==> src/rtl/dma_link_pkg.sv <==
package dma_link_pkg;
   // Device register offsets
   localparam logic [7:0] INFIFO_DMA_THRESHOLD = 8'h88;
   localparam logic [7:0] OUTFIFO_DMA_THRESHOLD = 8'h8c;
   localparam logic [7:0] DMA_CONTROL_FLAGS = 8'h90;
   // Field positions
   localparam int LOW_LIMIT_LSB = 0;
   localparam int HIGH_LIMIT_LSB = 16;
   localparam int DIRECTION_BIT = 0;
   localparam int ENABLE_BIT = 1;
   localparam int STYLE_BIT = 2;
   localparam int HALT_LEN_LSB = 8;
   localparam int HALT_LEN_W = 5;
   // Reset values
   localparam logic [7:0] LOW_LIMIT_RESET = 8'h0a;
   localparam logic [7:0] HIGH_LIMIT_RESET = 8'h3c;
   localparam logic [HALT_LEN_W-1:0] HALT_LEN_RESET = 5'h07;
   localparam logic DIRECTION_RESET = 1'b1;
   localparam logic ENABLE_RESET = 1'b0;
   localparam logic STYLE_RESET = 1'b0;
   // Host controller register offsets
   localparam logic [7:0] HOST_CTRL = 8'h00;
   localparam logic [7:0] HOST_BLOCK = 8'h04;
   localparam logic [7:0] HOST_STATUS = 8'h08;
   localparam logic [7:0] HOST_COUNT = 8'h0c;
   localparam int CTRL_EN_BIT = 0;
   localparam int CTRL_DIR_BIT = 1;
   localparam int CTRL_STYLE_BIT = 2;
   localparam int STAT_ERR_BIT = 0;
   localparam int STAT_REQ_BIT = 1;
   localparam logic [7:0] BLOCK_RESET = 8'h01;
   // Host idle gap after each word, in pclk cycles
   localparam logic [2:0] GAP_CYCLES = 3'h6;

   // Device engine states
   typedef enum logic [1:0]
   {
      ENG_IDLE = 2'b00,
      ENG_COUNT = 2'b01,
      ENG_EDGE = 2'b10
   } engine_state_t;

   // Host bus cycle states
   typedef enum logic [1:0]
   {
      BUS_IDLE = 2'b00,
      BUS_SETUP = 2'b01,
      BUS_ACK = 2'b11,
      BUS_RELEASE = 2'b10
   } bus_state_t;
endpackage : dma_link_pkg

==> src/rtl/dma_link_if.sv <==
`timescale 1ns/10ps
`default_nettype none
interface dma_link_if;
   logic xfer_request_out;
   logic host_halt_pulse;
   logic xfer_ack_n_in;
   logic chip_select_n;
   logic write_strobe_n;
   logic read_strobe_n;

   modport device
   (
      output xfer_request_out,
      output host_halt_pulse,
      input xfer_ack_n_in,
      input chip_select_n,
      input write_strobe_n,
      input read_strobe_n
   );

   modport host
   (
      input xfer_request_out,
      input host_halt_pulse,
      output xfer_ack_n_in,
      output chip_select_n,
      output write_strobe_n,
      output read_strobe_n
   );
endinterface : dma_link_if
`default_nettype wire

==> src/rtl/display_dma_engine.sv <==
// Summary of operation
// - Request high asks; host acks low
// - Acknowledge counted only with chip select
// - Halt pulse output stops host controller
// - Host disables its channel before engine
// - Demand count: free input or output load
// - Load counter, request until zero, repeat
// - Start: input at or below, output at or above limit
// - Request drops at count zero, edge ack, disable or soft reset
// - Edge modes: host sizes each block
// - Edge modes: drop request at ack fall
// - Software picks limits avoiding block overflow
// - Enable bit one gates all activity
// - Enable fall while requesting aborts, pulses halt output
// - Input lower limit low bits, reset 10
// - Output upper limit bit 16, reset 60
// - Style bit two: one demand mode
// - Direction bit zero, reset one, input
// - Strobe must match selected direction
// - Thresholds use FIFO load only
// - Soft command reset ends DMA activity
//
// Implementation choice: a simple read/write register port.
`timescale 1ns/10ps
`default_nettype none
module display_dma_engine
   import dma_link_pkg::*;
#(
   parameter int LOAD_W = 7,
   parameter int FIFO_SIZE = 64
)
(
   // Clock and reset
   input wire logic pclk,
   input wire logic presetn,
   // Link to host controller
   dma_link_if.device link,
   // Register port
   input wire logic reg_write,
   input wire logic reg_read,
   input wire logic [7:0] reg_addr,
   input wire logic [31:0] reg_wdata,
   output logic [31:0] reg_rdata,
   // FIFO side
   input wire logic [LOAD_W-1:0] infifo_load,
   input wire logic [LOAD_W-1:0] outfifo_load,
   input wire logic soft_command_reset,
   output logic word_accepted,
   output logic [LOAD_W-1:0] words_left
);
   import dma_link_pkg::*;

   if (LOAD_W < 2 || LOAD_W > 8 || FIFO_SIZE < 2 || FIFO_SIZE >= (1 << LOAD_W))
   begin : g_bad_params
      $error("display_dma_engine: FIFO_SIZE must fit LOAD_W bits, LOAD_W 2..8");
   end

   localparam logic [LOAD_W-1:0] SIZE_W = LOAD_W'(FIFO_SIZE);

   logic [LOAD_W-1:0] infifo_low_limit;
   logic [LOAD_W-1:0] outfifo_high_limit;
   logic [HALT_LEN_W-1:0] halt_pulse_length;
   logic dma_global_enable;
   logic fifo_direction_select;
   logic transfer_style_select;
   logic [3:0] pin_meta;
   logic [3:0] pin_sync;
   logic ack_qual;
   logic ack_qual_d;
   logic ack_fall;
   logic enable_d;
   logic running;
   logic abort;
   logic start_ok;
   logic [LOAD_W-1:0] amount;
   engine_state_t state;
   engine_state_t next_state;

   function automatic logic [31:0] flags_word(input logic [HALT_LEN_W-1:0] len, input logic style,
                                              input logic en, input logic dir);
      logic [31:0] w;
      w = '0;
      w[HALT_LEN_LSB +: HALT_LEN_W] = len;
      w[STYLE_BIT] = style;
      w[ENABLE_BIT] = en;
      w[DIRECTION_BIT] = dir;
      return w;
   endfunction : flags_word

   // Register writes
   always_ff @(posedge pclk or negedge presetn)
   begin
      if (!presetn)
      begin
         infifo_low_limit <= LOAD_W'(LOW_LIMIT_RESET);
         outfifo_high_limit <= LOAD_W'(HIGH_LIMIT_RESET);
         halt_pulse_length <= HALT_LEN_RESET;
         transfer_style_select <= STYLE_RESET;
         dma_global_enable <= ENABLE_RESET;
         fifo_direction_select <= DIRECTION_RESET;
      end
      else if (reg_write)
      begin
         unique case (reg_addr)
            INFIFO_DMA_THRESHOLD:
               infifo_low_limit <= reg_wdata[LOW_LIMIT_LSB +: LOAD_W];
            OUTFIFO_DMA_THRESHOLD:
               outfifo_high_limit <= reg_wdata[HIGH_LIMIT_LSB +: LOAD_W];
            DMA_CONTROL_FLAGS:
            begin
               halt_pulse_length <= reg_wdata[HALT_LEN_LSB +: HALT_LEN_W];
               transfer_style_select <= reg_wdata[STYLE_BIT];
               dma_global_enable <= reg_wdata[ENABLE_BIT];
               fifo_direction_select <= reg_wdata[DIRECTION_BIT];
            end
            default:
            begin
            end
         endcase
      end
   end

   // Register reads, unmapped read zero
   always_ff @(posedge pclk or negedge presetn)
   begin
      if (!presetn)
         reg_rdata <= '0;
      else if (reg_read)
      begin
         unique case (reg_addr)
            INFIFO_DMA_THRESHOLD:
               reg_rdata <= 32'(infifo_low_limit) << LOW_LIMIT_LSB;
            OUTFIFO_DMA_THRESHOLD:
               reg_rdata <= 32'(outfifo_high_limit) << HIGH_LIMIT_LSB;
            DMA_CONTROL_FLAGS:
               reg_rdata <= flags_word(halt_pulse_length, transfer_style_select, dma_global_enable,
                                       fifo_direction_select);
            default:
               reg_rdata <= '0;
         endcase
      end
   end

   // Pin synchronisers: ack, select, write, read
   always_ff @(posedge pclk or negedge presetn)
   begin
      if (!presetn)
      begin
         pin_meta <= 4'hf;
         pin_sync <= 4'hf;
      end
      else
      begin
         pin_meta <= {link.xfer_ack_n_in, link.chip_select_n, link.write_strobe_n, link.read_strobe_n};
         pin_sync <= pin_meta;
      end
   end

   assign ack_qual = !pin_sync[3] && !pin_sync[2] && (fifo_direction_select ? !pin_sync[1] : !pin_sync[0]);
   assign ack_fall = ack_qual && !ack_qual_d;

   always_ff @(posedge pclk or negedge presetn)
   begin
      if (!presetn)
      begin
         ack_qual_d <= 1'b0;
         enable_d <= ENABLE_RESET;
         word_accepted <= 1'b0;
      end
      else
      begin
         ack_qual_d <= ack_qual;
         enable_d <= dma_global_enable;
         word_accepted <= ack_fall && running;
      end
   end

   assign start_ok = fifo_direction_select ? (infifo_load <= infifo_low_limit)
                                           : (outfifo_load >= outfifo_high_limit);
   assign amount = fifo_direction_select ? (SIZE_W - infifo_load) : outfifo_load;
   assign running = state != ENG_IDLE;
   assign abort = running && ((enable_d && !dma_global_enable) || soft_command_reset);

   always_comb
   begin
      next_state = state;
      unique case (state)
         ENG_IDLE:
            if (dma_global_enable && !soft_command_reset && start_ok)
            begin
               if (!transfer_style_select)
                  next_state = ENG_EDGE;
               else if (amount != '0)
                  next_state = ENG_COUNT;
            end
         ENG_COUNT:
            if (ack_fall && words_left == LOAD_W'(1))
               next_state = ENG_IDLE;
         ENG_EDGE:
            if (ack_fall)
               next_state = ENG_IDLE;
         default:
            next_state = ENG_IDLE;
      endcase
      if (!dma_global_enable || abort)
         next_state = ENG_IDLE;
   end

   always_ff @(posedge pclk or negedge presetn)
   begin
      if (!presetn)
         state <= ENG_IDLE;
      else
         state <= next_state;
   end

   // Word counter load and count down
   always_ff @(posedge pclk or negedge presetn)
   begin
      if (!presetn)
         words_left <= '0;
      else if (next_state == ENG_IDLE)
         words_left <= '0;
      else if (state == ENG_IDLE && next_state == ENG_COUNT)
         words_left <= amount;
      else if (state == ENG_COUNT && ack_fall)
         words_left <= words_left - 1'b1;
   end

   assign link.xfer_request_out = running;

   halt_pulse_gen u_halt
   (
      .pclk(pclk),
      .presetn(presetn),
      .trigger(abort),
      .length(halt_pulse_length),
      .pulse(link.host_halt_pulse)
   );
endmodule : display_dma_engine
`default_nettype wire

==> src/rtl/halt_pulse_gen.sv <==
`timescale 1ns/10ps
`default_nettype none
module halt_pulse_gen
   import dma_link_pkg::*;
(
   // Clock and reset
   input wire logic pclk,
   input wire logic presetn,
   // Control
   input wire logic trigger,
   input wire logic [dma_link_pkg::HALT_LEN_W-1:0] length,
   // Output
   output logic pulse
);
   import dma_link_pkg::*;

   logic [HALT_LEN_W-1:0] remaining;

   // Counts the pulse down in bus clocks
   always_ff @(posedge pclk or negedge presetn)
   begin
      if (!presetn)
         remaining <= '0;
      else if (trigger)
         remaining <= length;
      else if (remaining != '0)
         remaining <= remaining - 1'b1;
   end

   always_ff @(posedge pclk or negedge presetn)
   begin
      if (!presetn)
         pulse <= 1'b0;
      else
         pulse <= trigger ? (length != '0) : (remaining > 1);
   end
endmodule : halt_pulse_gen
`default_nettype wire

==> src/flat_wrapper.sv <==
// flat-port wrapper written by rule: the top's interface ports become plain ports
module display_dma_engine_flat import dma_link_pkg::*;
#(
   parameter int LOAD_W = 7,
   parameter int FIFO_SIZE = 64
)
  (pclk, presetn, reg_write, reg_read, reg_addr, reg_wdata, reg_rdata, infifo_load, outfifo_load, soft_command_reset, word_accepted, words_left, link_xfer_request_out, link_host_halt_pulse, link_xfer_ack_n_in, link_chip_select_n, link_write_strobe_n, link_read_strobe_n);
  dma_link_if link_i ();
  input wire logic pclk;
  input wire logic presetn;
  input wire logic reg_write;
  input wire logic reg_read;
  input wire logic [7:0] reg_addr;
  input wire logic [31:0] reg_wdata;
  output logic [31:0] reg_rdata;
  input wire logic [LOAD_W-1:0] infifo_load;
  input wire logic [LOAD_W-1:0] outfifo_load;
  input wire logic soft_command_reset;
  output logic word_accepted;
  output logic [LOAD_W-1:0] words_left;
  output wire logic [$bits(link_i.xfer_request_out)-1:0] link_xfer_request_out;
  output wire logic [$bits(link_i.host_halt_pulse)-1:0] link_host_halt_pulse;
  input wire logic [$bits(link_i.xfer_ack_n_in)-1:0] link_xfer_ack_n_in;
  input wire logic [$bits(link_i.chip_select_n)-1:0] link_chip_select_n;
  input wire logic [$bits(link_i.write_strobe_n)-1:0] link_write_strobe_n;
  input wire logic [$bits(link_i.read_strobe_n)-1:0] link_read_strobe_n;
  assign link_xfer_request_out = link_i.xfer_request_out;
  assign link_host_halt_pulse = link_i.host_halt_pulse;
  assign link_i.xfer_ack_n_in = link_xfer_ack_n_in;
  assign link_i.chip_select_n = link_chip_select_n;
  assign link_i.write_strobe_n = link_write_strobe_n;
  assign link_i.read_strobe_n = link_read_strobe_n;
  display_dma_engine #(.LOAD_W(LOAD_W), .FIFO_SIZE(FIFO_SIZE)) u_core (.pclk(pclk), .presetn(presetn), .link(link_i), .reg_write(reg_write), .reg_read(reg_read), .reg_addr(reg_addr), .reg_wdata(reg_wdata), .reg_rdata(reg_rdata), .infifo_load(infifo_load), .outfifo_load(outfifo_load), .soft_command_reset(soft_command_reset), .word_accepted(word_accepted), .words_left(words_left));
endmodule
==> config.mk <==
export PLATFORM = sky130hd
export DESIGN_NAME = display_dma_engine_flat
export DESIGN_NICKNAME = d
export VERILOG_FILES = /design/src/rtl/dma_link_pkg.sv /design/src/rtl/dma_link_if.sv /design/src/rtl/display_dma_engine.sv /design/src/rtl/halt_pulse_gen.sv /design/src/flat_wrapper.sv
export SDC_FILE = /design/constraint.sdc
export NUM_CORES = 1
export LEC_CHECK = 0
export BUFFER_PORTS_ARGS = -buffer_cell sky130_fd_sc_hd__buf_2
export CAP_MARGIN = 20
export CORE_UTILIZATION = 40
export DETAILED_ROUTE_END_ITERATION = 10
export GPL_TIMING_DRIVEN = 1
export PLACE_DENSITY = 0.67
export SLEW_MARGIN = 20
export SYNTH_ARGS = -nofsm -noshare
export SYNTH_HDL_FRONTEND = slang
export SYNTH_HIERARCHICAL = 1
export SYNTH_SLANG_ARGS = --single-unit
==> constraint.sdc <==
create_clock -name pclk -period 2.1 [get_ports pclk]
set_input_delay 0.21 -clock pclk [delete_from_list [all_inputs] [get_ports pclk]]
set_output_delay 0.21 -clock pclk [all_outputs]
set_load 0.01 [all_outputs]
==> parameters.txt <==
Parameter                              Value

Power
  Switching power share of the total    26.7%
  Static power due to leakage    2.12 nW
  Seq pwr share    between 40% and 50%
  Worst-case vdd ir drop    approximately 430 uV
  Reported net switching power    0.000849 W
  Part of the total power dissipated in combinational logic    roughly 18%
  Internal power    ~0.0023 W
  Share of total power in the clock network    36.4%
  Cell Pwr Density    roughly 700 nW/um^2
  Total Power    0.00318 W

Setup path
  Highest cell delay on the worst timing path    550 ps
  Arrival @ worst endpoint    2330 ps
  Largest driver fanout on the critical path    6
  Total number of cells along the worst setup path    5
  Classification of the worst setup path    flip-flop to flip-flop
  Chain of cells forming the critical path    mux2_4 -> or4_4 -> a22o_1 -> a22oi_2 -> o32ai_2
  Worst-case reg-to-reg path depth    5
  Capturing element type of the critical path    flip-flop
  Worst Path Buf+Inv    0
  Critical-path cell with the highest stage delay    sky130_fd_sc_hd__dfstp_2
  Cell family with most CP delay    compound AO/OA/AOI/OAI gates
  Req. time, crit path    between 2000 and 2500 ps
  Worst Setup Start Kind    flip-flop

Synthesis
  Share of the synthesized area in compound gates (AO/OA/AOI/OAI)    10.8%
  Area fraction in and, or, nand and nor cells after synthesis    approximately 15%
  Mux contribution to synthesized area    between 8 and 9%
  Fraction of synthesized cell area in xor and xnor cells    2.70%
  Share of async-settable or async-resettable flops after synthesis    100%
  Cells after Synth    344
  Prevailing post-synth register cell    sky130_fd_sc_hd__dfrtp_1
  Adder-cell share of the synthesized area    6.65%
  Top post-synthesis cells by area    sky130_fd_sc_hd__dfrtp_1 34%, sky130_fd_sc_hd__dfstp_2 13%, sky130_fd_sc_hd__mux2_2 7.6%
  Count of state elements after synthesis    67
  Post-synthesis cell area    3570 um^2
  Count of flip-flops with a built-in enable after synthesis    0
  Library cell occupying the most area in the post-synthesis netlist    sky130_fd_sc_hd__dfrtp_1
  Part of the Yosys area used for sequential elements    47.5%
  Post-synthesis cell type count    52
  Avg Synthesized Cell Area    10.4 um^2
  Share of the synthesized area in the top cell type    34.3%
  Synthesis Warnings    6
  Main combinational cell family by area after synthesis    simple AND/OR/NAND/NOR gates

STA
  Clock skew after layout    12.5 ps
  Final hold violation count    0
  Setup repair after global routing missed its margin    yes
  Final Max Tran Viols    0
  Actual transition at the worst max-transition pin    around 650 ps
  Slew margin rel.    56.6%
  Final clock period utilization by the worst path    102%
  Setup total negative slack    -91.7 ps
  Final number of setup-violating endpoints    6
  Tmin final    approximately 2100 ps
  Smallest setup slack after layout    -32.2 ps
  Max Clock Freq    0.469 GHz

CTS
  # H-tree levels    3
  TritonCTS buffer count    9
  Root Driver    sky130_fd_sc_hd__clkbuf_8
  Clock tree from TritonCTS    yes
  Clk Latency, worst-skew pair    340 ps
  Clock sink total    67
  Clk buf depth    2
  Clock transition time at the flip-flop clock pins of the worst setup and hold paths    80 ps

Die
  Die X-Extent    96.5 um
  Die Area    roughly 9300 um^2
  Floorplan die height    96.5 um
  Site Rows    34
  Count of pins on the block boundary    105
  Starting density of the core    41.2%
  Core Footprint    8680 um^2

Placed design
  Buffers added on ports    78
  Placed Instances    535
  Final HPWL from detailed placement    6100 um
  Post-detailed-placement cell area    4130 um^2
  Placer Congestion    between 0.8 and 0.9

Layout
  Fin area    4560 um^2
  Syn-to-layout area delta    27.6%
  Fraction of layout instances using a drive strength above 1    40.3%
  # diodes    0
  Final Non-Filler Cells    between 500 and 600
  Utilization of the core after routing    52.6%
  Net total in the final layout    531

GRT
  Number of antenna violations at the first check in global routing    0
  Overflow after GRT    0
  Wire length of the first global-routing pass    12900 um
  Pin count of the biggest net entering global routing    26
  Via count of the first global-routing pass    between 2000 and 3000
  Overall Global Routing Usage    18.4%

Drt
  Routed wire length    8420 um
  Avg WL per Cell    about 15 um
  DRC violation count after routing    0
  1st-iter DRT viols    120
  Vias after detailed routing    2844
  ANT nets after route    0
  TritonRoute pass-1 iters    4
  Via/cell ratio    5.06

Min path
  Type of the most critical hold path    input port to flip-flop
  Instance count along the most critical hold path    2

Status
  Status    finished with violations
  Violated checks    negative setup slack

Flow run
  Reported max-cap violation count    0
[worst register-to-register path, delay by kind of cell, from the launching register on]
family	cells	cell delay [ps]
compound gates	3	680
flops	1	550
simple gates	1	440
mux	1	310
[logic make-up (layout without fill, tap and decap cells)]
| group | after synthesis | count (layout) |
|---|---|---|
| and+or+nand+nor | 93 | 93 |
| other | 1 | 13 |
| DFF | 67 | 67 |
| xor gates and xnor gates | 11 | 11 |
| adders and majority gates | 19 | 19 |
| muxes | 29 | 29 |
| buffers and inverters | 61 | 159 |
| AOI/OAI and AO/OA | 63 | 63 |
[sequential cells by signal, indices dropped and copies added, names as in the netlist]
name / count
u_core/outfifo_high_limit: 7
u_core/pin_sync: 4
u_core/infifo_low_limit: 7
u_core/word_accepted: 1
u_core/reg_rdata: 19
u_core/ack_qual_d: 1
u_core/pin_meta: 4
u_core/transfer_style_select: 1
u_core/words_left: 7
u_core/halt_pulse_length: 5
u_core/u_halt/remaining: 5
u_core/fifo_direction_select: 1
u_core/dma_global_enable: 1
u_core/u_halt/pulse: 1
u_core/enable_d: 1
u_core/state: 2
[layer usage]
layer	GRT usage (%)	part of all wire (%)	up-vias
met5	0	0	-
met4	6.13	2.0	0
met3	4.69	4.9	17
met2	32.3	50	72
met1	21.9	43	1370
li1	-	-	1385
[worst paths after layout]
path,slack [ps],startpoint,to
setup / recovery,-30,u_core/fifo_direction_select,u_core/words_left[6]
hold / removal,90,reg_wdata[10],u_core/halt_pulse_length[2]
setup reg to reg,-30,u_core/fifo_direction_select,u_core/words_left[6]
hold reg to reg,360,u_core/pin_meta[2],u_core/pin_sync[2]
max in group asynchronous,920,presetn,u_core/pin_meta[0]
min in group asynchronous,390,presetn,u_core/u_halt/remaining[4]
[repair_timing]
item / in CTS / in global routing
hold buffers: 5 / 0
setup endpoints to repair: 7 / 7
hold endpoints to repair: 25 / 0
pin swaps: 4 / 15
buffers inserted: 3 / 3
gates resized for setup: 5 / 16
[power groups by stage]
stage	registers (W)	clock network, W	logic [W]
global route	0.00147	0.00124	0.000630
finish	0.00146	0.00116	0.000562
global placement	0.00148	0	0.000487
detailed placement	0.00148	0	0.000519
floorplan	0.00147	0	0.000350
CTS	0.00146	0.00118	0.000537
[Yosys cell counts (2+ instances only)]
| cell | instances |
|---|---|
| sky130_fd_sc_hd__a211oi_1 | 3 |
| sky130_fd_sc_hd__a21oi_1 | 14 |
| sky130_fd_sc_hd__a22oi_1 | 3 |
| sky130_fd_sc_hd__and3_1 | 2 |
| sky130_fd_sc_hd__and3_2 | 2 |
| sky130_fd_sc_hd__buf_4 | 13 |
| sky130_fd_sc_hd__clkbuf_1 | 6 |
| sky130_fd_sc_hd__dfrtp_1 | 49 |
| sky130_fd_sc_hd__dfstp_2 | 18 |
| sky130_fd_sc_hd__ha_1 | 19 |
| sky130_fd_sc_hd__inv_1 | 40 |
| sky130_fd_sc_hd__mux2_2 | 24 |
| sky130_fd_sc_hd__mux2i_1 | 5 |
| sky130_fd_sc_hd__nand2_1 | 20 |
| sky130_fd_sc_hd__nand2b_1 | 3 |
| sky130_fd_sc_hd__nand3_1 | 14 |
| sky130_fd_sc_hd__nand3b_1 | 4 |
| sky130_fd_sc_hd__nand4_1 | 3 |
| sky130_fd_sc_hd__nor2_1 | 13 |
| sky130_fd_sc_hd__nor2b_1 | 5 |
| sky130_fd_sc_hd__nor3_1 | 9 |
| sky130_fd_sc_hd__nor4_1 | 3 |
| sky130_fd_sc_hd__nor4b_4 | 3 |
| sky130_fd_sc_hd__o211ai_1 | 2 |
| sky130_fd_sc_hd__o21ai_0 | 22 |
| sky130_fd_sc_hd__o21ai_1 | 2 |
| sky130_fd_sc_hd__o22ai_1 | 5 |
| sky130_fd_sc_hd__o31ai_1 | 2 |
| sky130_fd_sc_hd__or3_1 | 2 |
| sky130_fd_sc_hd__or4_1 | 3 |
| sky130_fd_sc_hd__xnor2_1 | 8 |
| sky130_fd_sc_hd__xor2_1 | 3 |
[cells in the final DEF, fill, tap and decap left out, drive strengths merged, types with 9 or more instances in the layout]
| cell type | instances |
|---|---|
| dfstp | 18 |
| nand2 | 21 |
| nand3 | 14 |
| ha | 19 |
| clkbuf | 11 |
| dfrtp | 49 |
| o21ai | 24 |
| nor2 | 13 |
| buf | 98 |
| mux2 | 24 |
| inv | 40 |
| conb | 13 |
| a21oi | 14 |
| nor3 | 9 |
[per-stage QoR]
stage	hold WS [ps]	setup WS (ps)
floorplan	-85.6	9.22
global placement	234	-9.28
detailed placement	245	-68.2
CTS	82.5	-21.9
global route	85.6	-68.2
finish	92.2	-32.2
[layout make-up]
cell class	instances	area, um^2
Clock buffer	11	131
Fill cell	798	4120
Inverter	40	150
Multi-Input combinational cell	228	1780
Clock inverter	5	77.6
Tap cell	108	135
Sequential cell	67	1700
Timing Repair Buffer	103	591
Power figures use the tool's default switching activity.
